==> src/hw/fbs_regs.svh <==
// Register offsets, field positions, reset values and instruction codes
`ifndef FBS_REGS_SVH
`define FBS_REGS_SVH
`define FBS_OFS_CTRL 12'h000
`define FBS_OFS_STATUS 12'h004
`define FBS_CTRL_MACRO_BIT 0
`define FBS_CTRL_DONE_BIT 1
`define FBS_CTRL_RESET 2'h0
`define FBS_ST_IR_LSB 4
`define FBS_ST_ACTIVE_BIT 8
`define FBS_IR_W 3
`define FBS_IR_EXTEST 3'h0
`define FBS_IR_SAMPLE 3'h1
`define FBS_IR_USER_A 3'h2
`define FBS_IR_USER_B 3'h3
`define FBS_IR_READBACK 3'h4
`define FBS_IR_CONFIG 3'h5
`define FBS_IR_BYPASS 3'h7
`define FBS_IR_CAPTURE 3'h1
`define FBS_AXI_OKAY 2'h0
`define FBS_AXI_SLVERR 2'h2
`endif

==> src/hw/fbs_pkg.sv <==
// Types shared by the boundary-scan logic
package fbs_pkg;
	typedef enum logic [3:0] {
		FBS_TLR = 4'h0,
		FBS_RTI = 4'h1,
		FBS_SEL_DR = 4'h3,
		FBS_CAP_DR = 4'h2,
		FBS_SHIFT_DR = 4'h6,
		FBS_EXIT1_DR = 4'h7,
		FBS_PAUSE_DR = 4'h5,
		FBS_EXIT2_DR = 4'h4,
		FBS_UPD_DR = 4'hc,
		FBS_SEL_IR = 4'hd,
		FBS_CAP_IR = 4'hf,
		FBS_SHIFT_IR = 4'he,
		FBS_EXIT1_IR = 4'ha,
		FBS_PAUSE_IR = 4'hb,
		FBS_EXIT2_IR = 4'h9,
		FBS_UPD_IR = 4'h8
	} fbs_tap_e;
	typedef struct packed {
		logic tck;
		logic tms;
		logic tdi;
	} fbs_jtag_s;
endpackage

==> src/hw/fbs_scan_top.sv <==
// Boundary-scan test logic: TAP controller, instruction decode, data registers
//
// The address map and the AXI4-Lite register port were decided locally.
`timescale 1ns/1ps
`include "fbs_regs.svh"
module fbs_scan_top
	import fbs_pkg::*;
#(
	parameter int N_IOB = 8
)(
	// Clock and reset
	input wire logic i_ref_clk,
	input wire logic i_rst_n,
	// Scan port pins
	input wire logic i_tck,
	input wire logic i_tms,
	input wire logic i_tdi,
	output logic o_tdo,
	output logic o_tdo_oe,
	// Pads and core side of the pad cells
	input wire logic [N_IOB-1:0] i_pad_in,
	input wire logic [N_IOB-1:0] i_core_out,
	input wire logic [N_IOB-1:0] i_core_oe,
	output logic [N_IOB-1:0] o_pad_out,
	output logic [N_IOB-1:0] o_pad_oe,
	output logic [N_IOB-1:0] o_core_in,
	// Mode pins
	input wire logic i_mode_select_low_pin,
	input wire logic i_mode_select_high_pin,
	input wire logic i_mode_select_mid_pin_in,
	input wire logic i_mode_mid_core_out,
	output logic o_mode_select_mid_pin,
	output logic o_mode_select_mid_oe,
	// Internal test taps
	input wire logic i_tdo_t_probe,
	input wire logic i_tdo_o_probe,
	output logic o_internal_update_drive_cell,
	// User scan macro interface
	output logic o_user_instr_a_select,
	output logic o_user_instr_b_select,
	input wire logic i_user_reg_a_return_data,
	input wire logic i_user_reg_b_return_data,
	output logic o_user_shift_clock,
	output logic o_idle_strobe,
	// Scan pins seen by fabric
	output logic o_fab_tck,
	output logic o_fab_tms,
	output logic o_fab_tdi,
	output logic o_scan_pins_user,
	// Configuration through the scan port
	output logic o_cfg_select,
	output logic o_cfg_bit,
	output logic o_cfg_bit_valid,
	output logic o_readback_select,
	input wire logic i_readback_bit,
	// AXI4-Lite slave
	input wire logic [11:0] i_awaddr,
	input wire logic i_awvalid,
	output logic o_awready,
	input wire logic [31:0] i_wdata,
	input wire logic [3:0] i_wstrb,
	input wire logic i_wvalid,
	output logic o_wready,
	output logic [1:0] o_bresp,
	output logic o_bvalid,
	input wire logic i_bready,
	input wire logic [11:0] i_araddr,
	input wire logic i_arvalid,
	output logic o_arready,
	output logic [31:0] o_rdata,
	output logic [1:0] o_rresp,
	output logic o_rvalid,
	input wire logic i_rready
);
	// Cell map; configuration start, clock and done pins get no cells
	localparam int IOB0 = 2; // After the two capture cells
	localparam int M_LOW = IOB0 + 3 * N_IOB; // Input cell only
	localparam int M_HIGH = M_LOW + 1; // Input cell only
	localparam int M_MID = M_LOW + 2; // Full three-cell set
	localparam int L = M_MID + 4; // Update cell last

	logic rst_m, rst_n;
	fbs_jtag_s jt_m, jt_s, jt_d;
	logic [N_IOB-1:0] pad_m, pad_s;
	logic [2:0] mpin_m, mpin_s;
	logic tck_rise, tck_fall;
	fbs_tap_e state, next_state;
	logic [`FBS_IR_W-1:0] ir, ir_sr;
	logic [L-1:0] bsr, upd;
	logic bypass_ff, user_a_ff, user_b_ff, rb_ff;
	logic macro_present, config_done, scan_active;
	logic aw_held, w_held;
	logic [11:0] aw_addr;
	logic [31:0] w_data;
	logic [3:0] w_strb;
	logic extest, sample, sel_a, sel_b, sel_cfg, sel_rb, dr_path_tdo;

	// Reset release through two flops
	always_ff @(posedge i_ref_clk or negedge i_rst_n)
	begin
		if (!i_rst_n)
		begin
			rst_m <= 1'b0;
			rst_n <= 1'b0;
		end
		else
		begin
			rst_m <= 1'b1;
			rst_n <= rst_m;
		end
	end

	// Pin synchronisers; the second stage feeds logic, plus a third stage for TCK
	always_ff @(posedge i_ref_clk or negedge rst_n)
	begin
		if (!rst_n)
		begin
			jt_m <= '0;
			jt_s <= '0;
			jt_d <= '0;
			pad_m <= '0;
			pad_s <= '0;
			mpin_m <= '0;
			mpin_s <= '0;
		end
		else
		begin
			jt_m <= '{tck: i_tck, tms: i_tms, tdi: i_tdi};
			jt_s <= jt_m;
			jt_d <= jt_s;
			pad_m <= i_pad_in;
			pad_s <= pad_m;
			mpin_m <= {i_mode_select_mid_pin_in, i_mode_select_high_pin, i_mode_select_low_pin};
			mpin_s <= mpin_m;
		end
	end

	// TCK edges found on the reference clock; TCK must stay well below 20 MHz
	assign tck_rise = jt_s.tck & ~jt_d.tck;
	assign tck_fall = ~jt_s.tck & jt_d.tck;
	assign scan_active = ~config_done | macro_present;

	// Instruction decode; unknown codes fall back to bypass
	assign extest = (ir == `FBS_IR_EXTEST);
	assign sample = (ir == `FBS_IR_SAMPLE);
	assign sel_a = (ir == `FBS_IR_USER_A);
	assign sel_b = (ir == `FBS_IR_USER_B);
	assign sel_cfg = (ir == `FBS_IR_CONFIG);
	assign sel_rb = (ir == `FBS_IR_READBACK);

	// TAP next state on TMS
	always_comb
	begin
		next_state = state;
		case (state)
			FBS_TLR: next_state = jt_s.tms ? FBS_TLR : FBS_RTI;
			FBS_RTI: next_state = jt_s.tms ? FBS_SEL_DR : FBS_RTI;
			FBS_SEL_DR: next_state = jt_s.tms ? FBS_SEL_IR : FBS_CAP_DR;
			FBS_CAP_DR: next_state = jt_s.tms ? FBS_EXIT1_DR : FBS_SHIFT_DR;
			FBS_SHIFT_DR: next_state = jt_s.tms ? FBS_EXIT1_DR : FBS_SHIFT_DR;
			FBS_EXIT1_DR: next_state = jt_s.tms ? FBS_UPD_DR : FBS_PAUSE_DR;
			FBS_PAUSE_DR: next_state = jt_s.tms ? FBS_EXIT2_DR : FBS_PAUSE_DR;
			FBS_EXIT2_DR: next_state = jt_s.tms ? FBS_UPD_DR : FBS_SHIFT_DR;
			FBS_UPD_DR: next_state = jt_s.tms ? FBS_SEL_DR : FBS_RTI;
			FBS_SEL_IR: next_state = jt_s.tms ? FBS_TLR : FBS_CAP_IR;
			FBS_CAP_IR: next_state = jt_s.tms ? FBS_EXIT1_IR : FBS_SHIFT_IR;
			FBS_SHIFT_IR: next_state = jt_s.tms ? FBS_EXIT1_IR : FBS_SHIFT_IR;
			FBS_EXIT1_IR: next_state = jt_s.tms ? FBS_UPD_IR : FBS_PAUSE_IR;
			FBS_PAUSE_IR: next_state = jt_s.tms ? FBS_EXIT2_IR : FBS_PAUSE_IR;
			FBS_EXIT2_IR: next_state = jt_s.tms ? FBS_UPD_IR : FBS_SHIFT_IR;
			FBS_UPD_IR: next_state = jt_s.tms ? FBS_SEL_DR : FBS_RTI;
			default: next_state = FBS_TLR;
		endcase
	end

	// TAP state on TCK rise; held in reset when scan is released to user I/O
	always_ff @(posedge i_ref_clk or negedge rst_n)
	begin
		if (!rst_n)
			state <= FBS_TLR;
		else if (!scan_active)
			state <= FBS_TLR;
		else if (tck_rise)
			state <= next_state;
	end

	// Instruction shift on rise, update on fall in Update-IR
	always_ff @(posedge i_ref_clk or negedge rst_n)
	begin
		if (!rst_n)
		begin
			ir_sr <= `FBS_IR_BYPASS;
			ir <= `FBS_IR_BYPASS;
		end
		else if (state == FBS_TLR)
		begin
			ir_sr <= `FBS_IR_BYPASS;
			ir <= `FBS_IR_BYPASS;
		end
		else
		begin
			if (tck_rise && state == FBS_CAP_IR)
				ir_sr <= `FBS_IR_CAPTURE;
			else if (tck_rise && state == FBS_SHIFT_IR)
				ir_sr <= {jt_s.tdi, ir_sr[`FBS_IR_W-1:1]};
			if (tck_fall && state == FBS_UPD_IR)
				ir <= ir_sr;
		end
	end

	// Boundary register; pad k cells are input, output, enable
	always_ff @(posedge i_ref_clk or negedge rst_n)
	begin
		if (!rst_n)
			bsr <= '0;
		else if (tck_rise && state == FBS_CAP_DR && (extest || sample))
		begin
			bsr[0] <= i_tdo_t_probe;
			bsr[1] <= i_tdo_o_probe;
			for (int k = 0; k < N_IOB; k++)
			begin
				bsr[IOB0 + 3 * k] <= pad_s[k];
				bsr[IOB0 + 3 * k + 1] <= extest ? upd[IOB0 + 3 * k + 1] : i_core_out[k];
				bsr[IOB0 + 3 * k + 2] <= extest ? upd[IOB0 + 3 * k + 2] : i_core_oe[k];
			end
			bsr[M_LOW] <= mpin_s[0];
			bsr[M_HIGH] <= mpin_s[1];
			bsr[M_MID] <= mpin_s[2];
			bsr[M_MID + 1] <= extest ? upd[M_MID + 1] : i_mode_mid_core_out;
			bsr[M_MID + 2] <= extest ? upd[M_MID + 2] : 1'b1;
			bsr[L-1] <= upd[L-1];
		end
		else if (tck_rise && state == FBS_SHIFT_DR && (extest || sample))
			bsr <= {jt_s.tdi, bsr[L-1:1]};
	end

	// Update latches load on the fall in Update-DR
	always_ff @(posedge i_ref_clk or negedge rst_n)
	begin
		if (!rst_n)
			upd <= '0;
		else if (tck_fall && state == FBS_UPD_DR && (extest || sample))
			upd <= bsr;
	end

	// Single-stage bypass and readback capture
	always_ff @(posedge i_ref_clk or negedge rst_n)
	begin
		if (!rst_n)
		begin
			bypass_ff <= 1'b0;
			rb_ff <= 1'b0;
		end
		else if (tck_rise)
		begin
			if (state == FBS_CAP_DR)
				bypass_ff <= 1'b0;
			else if (state == FBS_SHIFT_DR)
				bypass_ff <= jt_s.tdi;
			if (state == FBS_CAP_DR || state == FBS_SHIFT_DR)
				rb_ff <= i_readback_bit;
		end
	end

	// User return data sampled on the rise so fabric sees a TCK-like timing
	always_ff @(posedge i_ref_clk or negedge rst_n)
	begin
		if (!rst_n)
		begin
			user_a_ff <= 1'b0;
			user_b_ff <= 1'b0;
		end
		else if (tck_rise)
		begin
			user_a_ff <= i_user_reg_a_return_data;
			user_b_ff <= i_user_reg_b_return_data;
		end
	end

	// Data register chosen for TDO
	always_comb
	begin
		if (sel_a)
			dr_path_tdo = user_a_ff;
		else if (sel_b)
			dr_path_tdo = user_b_ff;
		else if (sel_rb)
			dr_path_tdo = rb_ff;
		else if (extest || sample)
			dr_path_tdo = bsr[0];
		else
			dr_path_tdo = bypass_ff;
	end

	// TDO and its enable change on TCK fall, driven only in shift states
	always_ff @(posedge i_ref_clk or negedge rst_n)
	begin
		if (!rst_n)
		begin
			o_tdo <= 1'b0;
			o_tdo_oe <= 1'b0;
		end
		else if (tck_fall)
		begin
			o_tdo <= (state == FBS_SHIFT_IR) ? ir_sr[0] : dr_path_tdo;
			o_tdo_oe <= (state == FBS_SHIFT_IR) || (state == FBS_SHIFT_DR);
		end
	end

	// Pad drive: update cells in external test, core otherwise
	always_ff @(posedge i_ref_clk or negedge rst_n)
	begin
		if (!rst_n)
		begin
			o_pad_out <= '0;
			o_pad_oe <= '0;
			o_core_in <= '0;
			o_mode_select_mid_pin <= 1'b0;
			o_mode_select_mid_oe <= 1'b0;
			o_internal_update_drive_cell <= 1'b0;
		end
		else
		begin
			for (int k = 0; k < N_IOB; k++)
			begin
				o_pad_out[k] <= extest ? upd[IOB0 + 3 * k + 1] : i_core_out[k];
				o_pad_oe[k] <= extest ? upd[IOB0 + 3 * k + 2] : i_core_oe[k];
			end
			o_core_in <= pad_s;
			o_mode_select_mid_pin <= extest ? upd[M_MID + 1] : i_mode_mid_core_out;
			o_mode_select_mid_oe <= extest ? upd[M_MID + 2] : 1'b1;
			o_internal_update_drive_cell <= upd[L-1];
		end
	end

	// Fabric strobes and scan pin pass-through
	always_ff @(posedge i_ref_clk or negedge rst_n)
	begin
		if (!rst_n)
		begin
			o_user_instr_a_select <= 1'b0;
			o_user_instr_b_select <= 1'b0;
			o_user_shift_clock <= 1'b0;
			o_idle_strobe <= 1'b1;
			o_fab_tck <= 1'b0;
			o_fab_tms <= 1'b0;
			o_fab_tdi <= 1'b0;
			o_scan_pins_user <= 1'b0;
			o_cfg_select <= 1'b0;
			o_readback_select <= 1'b0;
		end
		else
		begin
			o_user_instr_a_select <= sel_a;
			o_user_instr_b_select <= sel_b;
			// Delayed TCK copy lines up with the new TAP state, so no one-cycle slivers
			o_user_shift_clock <= jt_d.tck & (sel_a | sel_b)
				& (state == FBS_CAP_DR || state == FBS_SHIFT_DR);
			o_idle_strobe <= ~(jt_d.tck & (state == FBS_RTI));
			o_fab_tck <= jt_s.tck;
			o_fab_tms <= jt_s.tms;
			o_fab_tdi <= jt_s.tdi;
			o_scan_pins_user <= ~scan_active;
			o_cfg_select <= sel_cfg;
			o_readback_select <= sel_rb;
		end
	end

	// Configuration bits shifted in under the configure instruction
	always_ff @(posedge i_ref_clk or negedge rst_n)
	begin
		if (!rst_n)
		begin
			o_cfg_bit <= 1'b0;
			o_cfg_bit_valid <= 1'b0;
		end
		else
		begin
			o_cfg_bit_valid <= tck_rise && sel_cfg && state == FBS_SHIFT_DR;
			if (tck_rise && sel_cfg && state == FBS_SHIFT_DR)
				o_cfg_bit <= jt_s.tdi;
		end
	end

	// AXI write: address and data taken in either order, then response
	always_ff @(posedge i_ref_clk or negedge rst_n)
	begin
		if (!rst_n)
		begin
			aw_held <= 1'b0;
			w_held <= 1'b0;
			aw_addr <= '0;
			w_data <= '0;
			w_strb <= '0;
			o_bvalid <= 1'b0;
			o_bresp <= `FBS_AXI_OKAY;
			{config_done, macro_present} <= `FBS_CTRL_RESET;
		end
		else
		begin
			if (i_awvalid && o_awready)
			begin
				aw_held <= 1'b1;
				aw_addr <= i_awaddr;
			end
			if (i_wvalid && o_wready)
			begin
				w_held <= 1'b1;
				w_data <= i_wdata;
				w_strb <= i_wstrb;
			end
			if (aw_held && w_held && !o_bvalid)
			begin
				aw_held <= 1'b0;
				w_held <= 1'b0;
				o_bvalid <= 1'b1;
				if (aw_addr[11:2] == 10'(`FBS_OFS_CTRL >> 2))
				begin
					o_bresp <= `FBS_AXI_OKAY;
					if (w_strb[0])
					begin
						macro_present <= w_data[`FBS_CTRL_MACRO_BIT];
						config_done <= w_data[`FBS_CTRL_DONE_BIT];
					end
				end
				else if (aw_addr[11:2] == 10'(`FBS_OFS_STATUS >> 2))
					o_bresp <= `FBS_AXI_OKAY;
				else
					o_bresp <= `FBS_AXI_SLVERR;
			end
			else if (o_bvalid && i_bready)
				o_bvalid <= 1'b0;
		end
	end

	// Ready outputs registered; each side blocks until its word is used
	always_ff @(posedge i_ref_clk or negedge rst_n)
	begin
		if (!rst_n)
		begin
			o_awready <= 1'b0;
			o_wready <= 1'b0;
		end
		else
		begin
			o_awready <= !aw_held && !(i_awvalid && o_awready) && !o_bvalid;
			o_wready <= !w_held && !(i_wvalid && o_wready) && !o_bvalid;
		end
	end

	// AXI read: status shows TAP state, instruction and scan activity
	always_ff @(posedge i_ref_clk or negedge rst_n)
	begin
		if (!rst_n)
		begin
			o_arready <= 1'b0;
			o_rvalid <= 1'b0;
			o_rdata <= '0;
			o_rresp <= `FBS_AXI_OKAY;
		end
		else
		begin
			o_arready <= !o_rvalid && !(i_arvalid && o_arready);
			if (i_arvalid && o_arready)
			begin
				o_rvalid <= 1'b1;
				o_rresp <= `FBS_AXI_OKAY;
				o_rdata <= '0;
				if (i_araddr[11:2] == 10'(`FBS_OFS_CTRL >> 2))
				begin
					o_rdata[`FBS_CTRL_MACRO_BIT] <= macro_present;
					o_rdata[`FBS_CTRL_DONE_BIT] <= config_done;
				end
				else if (i_araddr[11:2] == 10'(`FBS_OFS_STATUS >> 2))
				begin
					o_rdata[3:0] <= state;
					o_rdata[`FBS_ST_IR_LSB +: `FBS_IR_W] <= ir;
					o_rdata[`FBS_ST_ACTIVE_BIT] <= scan_active;
				end
				else
					o_rresp <= `FBS_AXI_SLVERR;
			end
			else if (o_rvalid && i_rready)
				o_rvalid <= 1'b0;
		end
	end
endmodule

==> config.mk <==
export PLATFORM = sky130hd
export DESIGN_NAME = fbs_scan_top
export DESIGN_NICKNAME = d
export VERILOG_FILES = /design/src/hw/fbs_pkg.sv /design/src/hw/fbs_scan_top.sv
export VERILOG_INCLUDE_DIRS = /design/src /design/src/hw
export SDC_FILE = /design/constraint.sdc
export NUM_CORES = 1
export LEC_CHECK = 0
export ABC_AREA = 1
export BUFFER_PORTS_ARGS = -buffer_cell sky130_fd_sc_hd__buf_2
export CORE_ASPECT_RATIO = 0.9
export CORE_MARGIN = 2
export CORE_UTILIZATION = 56
export DETAILED_ROUTE_END_ITERATION = 12
export GPL_ROUTABILITY_DRIVEN = 0
export GPL_TIMING_DRIVEN = 0
export PLACE_DENSITY_LB_ADDON = 0.25
export SYNTH_ARGS = -nofsm -noshare
export SYNTH_HDL_FRONTEND = slang
export SYNTH_SLANG_ARGS = --single-unit
export TNS_END_PERCENT = 50
==> constraint.sdc <==
create_clock -name i_ref_clk -period 8.65 [get_ports i_ref_clk]
set_clock_uncertainty 0.05 [all_clocks]
set_input_delay 1.73 -clock i_ref_clk [delete_from_list [all_inputs] [get_ports i_ref_clk]]
set_output_delay 1.73 -clock i_ref_clk [all_outputs]
set_load 0.01 [all_outputs]
==> out/qor.yml <==
net-switching-power_mw: 0.584
timing.final.hold_violations: 0
worst_path_dominant_cell_family: "flip-flops"
reg2reg_to: "state[3]"
synthDistinctLibCells: 36
critPathLaunchType: "flip-flop"
maximum_number_of_pins_on_one_net_before_global_route_repair: 69
fin_nets: 946
share_comb_of_total_power_pct: 17.0
synth.yosys.warnings: 0
seq_power_share_pct: 44.9
worstSetupStartpoint: "o_idle_strobe"
synth.top_cells.by_area: "dfrtp_1 60%, nand2_1 10%, o21ai_0 4.0%"
dieHeight_um: 108
ctsRootBufferMaster: "clkbuf_16"
grt.overflow.total: 0
placedCellCount: 980
postCtsHoldBufs: 0
slew_of_the_pin_with_the_lowest_slew_margin_ps: 654
synthesized_flop_and_latch_total: 168
grt_pass1_vias: 5052
post_route_cells_drive_above_1_share_pct: 28.0
worst-r2r-cell-count: 7
cellInternalPower_mw: 1.45
unrepaired_setup_endpoints_after_global_routing: "false"
synth.cell_area_um2: 6740
placement_cell_area_um2: 7690
antenna_found_initial: 0
fillCellCount: 855
tritoncts: "built"
setup_viol_count_final: 0
io_pins: 185
die_w_um: 120
setup-tns-final_ps: 0
grt_pass1_wl_um: 24500
status: "completed"
maxSlewViolCount: 0
synth_top_area_cell: "dfrtp_1"
worst_setup_path_endpoint: "o_idle_strobe"
critical_path_cell_count: 1
drv_cap: 0
synth_cells: 676
critical_path.max_stage_delay_ps: 510
dp.final_hpwl_um: 10300
routed_via_density: 5.15
worst_ir_drop_vdd_v: 0.000200
worst-setup-path-type: "flip-flop to primary output"
fraction_of_the_yosys_area_taken_by_sequential_cells_pct: 62.5
holdCritPathClass: "flip-flop to flip-flop"
fp.dieArea_um2: 12900
final_design_area_no_fill_um2: 8310
drc: 0
wire_per_inst_um: 14.8
floorplan.rows: 37
power.switching_fraction_pct: 28.7
max_slew_headroom_pct: 56.4
endpoint_class_of_the_critical_path: "primary output"
clk_latency_ps: 430
initial_core_util_pct: 58.2
cts.clk_slew.worst_paths_ps: 60
cts_buffer_count: 17
finalCriticalPeriod_ps: 2830
detail_route.wirelength_um: 15000
io_buffers: 121
cts.path.max_buffers: 2
r2r_setup_slack_ps: 6770
antenna_violating_nets_left: 0
cellPowerDensity_nw_per_um2: 245
fmax_mhz: 353
router_iterations_before_antenna_repair: 5
fin_total_pwr_mw: 2.03
p_leak_nw: 4.31
worst_ep_arrival_time_ps: 1050
globalRouteTotalUtil_pct: 24.6
dr_total_vias: 5207
cp_num_buf_inv: 1
clkPwrFrac_pct: 38.2
floorplan_core_area_um2: 11600
avgSynthCellArea_um2: 9.97
tritoncts_num_sinks: 168
post-cts-setup-buffer-count: 0
synth_top_cell_area_share_pct: 59.8
worstPathMaxFanout: 1
final_cell_count_no_fill: 1012
cpMaxStageDelayCell: "dfstp_2"
hold-worst-slack_ps: 295
timing.rr.start: "state[2]"
htreeDepth: 4
min_period_over_period_pct: 32.7
post_cts_resized: 0
insertedDiodeCount: 0
layout_overhead_on_the_synthesized_area_pct: 23.3
path_cells: "buf_2"
critPathRequiredTime_ps: 6870
dr.first_iter.drc_count: 424
[power by group through the flow]
stage | logic [mW] | clock network [mW] | registers (mW)
floorplan | 0.212 | 0 | 0.932
global placement | 0.306 | 0 | 0.932
detailed placement | 0.338 | 0 | 0.926
CTS | 0.344 | 0.786 | 0.913
global route | 0.384 | 0.823 | 0.923
finish | 0.345 | 0.777 | 0.913
[registers in the layout, indices dropped and copies added, names as in the netlist, 2 cells and up]
name / count
pad_m: 8
ir: 3
jt_s: 3
mpin_m: 3
mpin_s: 3
o_pad_oe: 8
pad_s: 8
w_data: 2
ir_sr: 3
state: 4
upd: 19
o_core_in: 8
bsr: 32
o_pad_out: 8
jt_m: 3
o_rdata: 8
aw_addr: 10
[worst min-delay path by stage]
stage | startpoint | to | slack, ps | depth (start not counted)
finish | mpin_m[2] | mpin_s[2] | 290 | 0
global route | pad_m[0] | pad_s[0] | 300 | 0
CTS | mpin_m[2] | mpin_s[2] | 300 | 0
detailed placement | pad_m[1] | pad_s[1] | 280 | 0
global placement | pad_m[7] | pad_s[7] | 280 | 0
floorplan | jt_m[0] | jt_s[0] | 280 | 0
[synth_stat cells (all sizes together)]
cell / count
a31oi: 4
o21ai: 86
nand2: 183
clkinv: 2
clkbuf: 10
nand3: 22
buf: 40
or2: 3
nor4: 2
nand4: 3
conb: 2
nor2: 49
o22ai: 18
nor3b: 1
nor3: 6
a211oi: 1
dfrtp: 161
a21oi: 10
o211ai: 7
inv: 58
o31ai: 1
dfstp: 7
[metrics by stage]
step	setup WS [ps]	utilization, %
floorplan	3580	-
global placement	2100	65.9
detailed placement	5580	66.4
CTS	5810	71.8
global route	5800	71.8
finish	5820	71.8
[cells in the final DEF (no fill, tap or decap), types with 5 or more instances in the layout]
| master | netlist | final |
|---|---|---|
| dfstp_2 | 7 | 7 |
| buf_4 | 29 | 29 |
| o21ai_1 | 32 | 32 |
| o22ai_2 | 13 | 13 |
| o211ai_1 | 7 | 7 |
| dfrtp_1 | 161 | 160 |
| buf_2 | 4 | 125 |
| clkbuf_16 | 0 | 17 |
| clkbuf_1 | 9 | 10 |
| inv_1 | 53 | 53 |
| nand3_1 | 22 | 22 |
| o21ai_0 | 54 | 54 |
| buf_6 | 6 | 6 |
| nor3_1 | 5 | 5 |
| o22ai_1 | 5 | 5 |
| nand2_1 | 181 | 181 |
| nor2_1 | 43 | 43 |
| conb_1 | 2 | 27 |
| a21oi_1 | 8 | 8 |
[layout make-up]
cell class              count  area, um^2  share of cell area (%)
well taps                 156         195                    2.35
clock inverters            11         145                    1.75
clock buffers              21         470                    5.66
plain buffers              50         359                    4.32
repair buffers            123         661                    7.95
inverters                  60         230                    2.77
flip-flops and latches    168        4220                    50.8
multi-input cells         423        2030                    24.4
[logic make-up (layout without fill, tap and decap cells)]
group	after synthesis	count (layout)	synth area share, %
buf+inv	110	265	8.75
simple gates	269	269	16.7
compound gates	127	127	11.9
other cells	2	27	0.111
flops	168	168	62.5
[routing by layer]
metal | track usage, % | share of wire [%] | vias to the layer above
li1 | - | - | 2459
met1 | 32.4 | 42 | 2485
met2 | 40.4 | 48 | 239
met3 | 6.91 | 8.3 | 24
met4 | 7.14 | 1.5 | 0
met5 | 0 | 0 | -
Note: power is estimated with default switching activity, not from simulation.
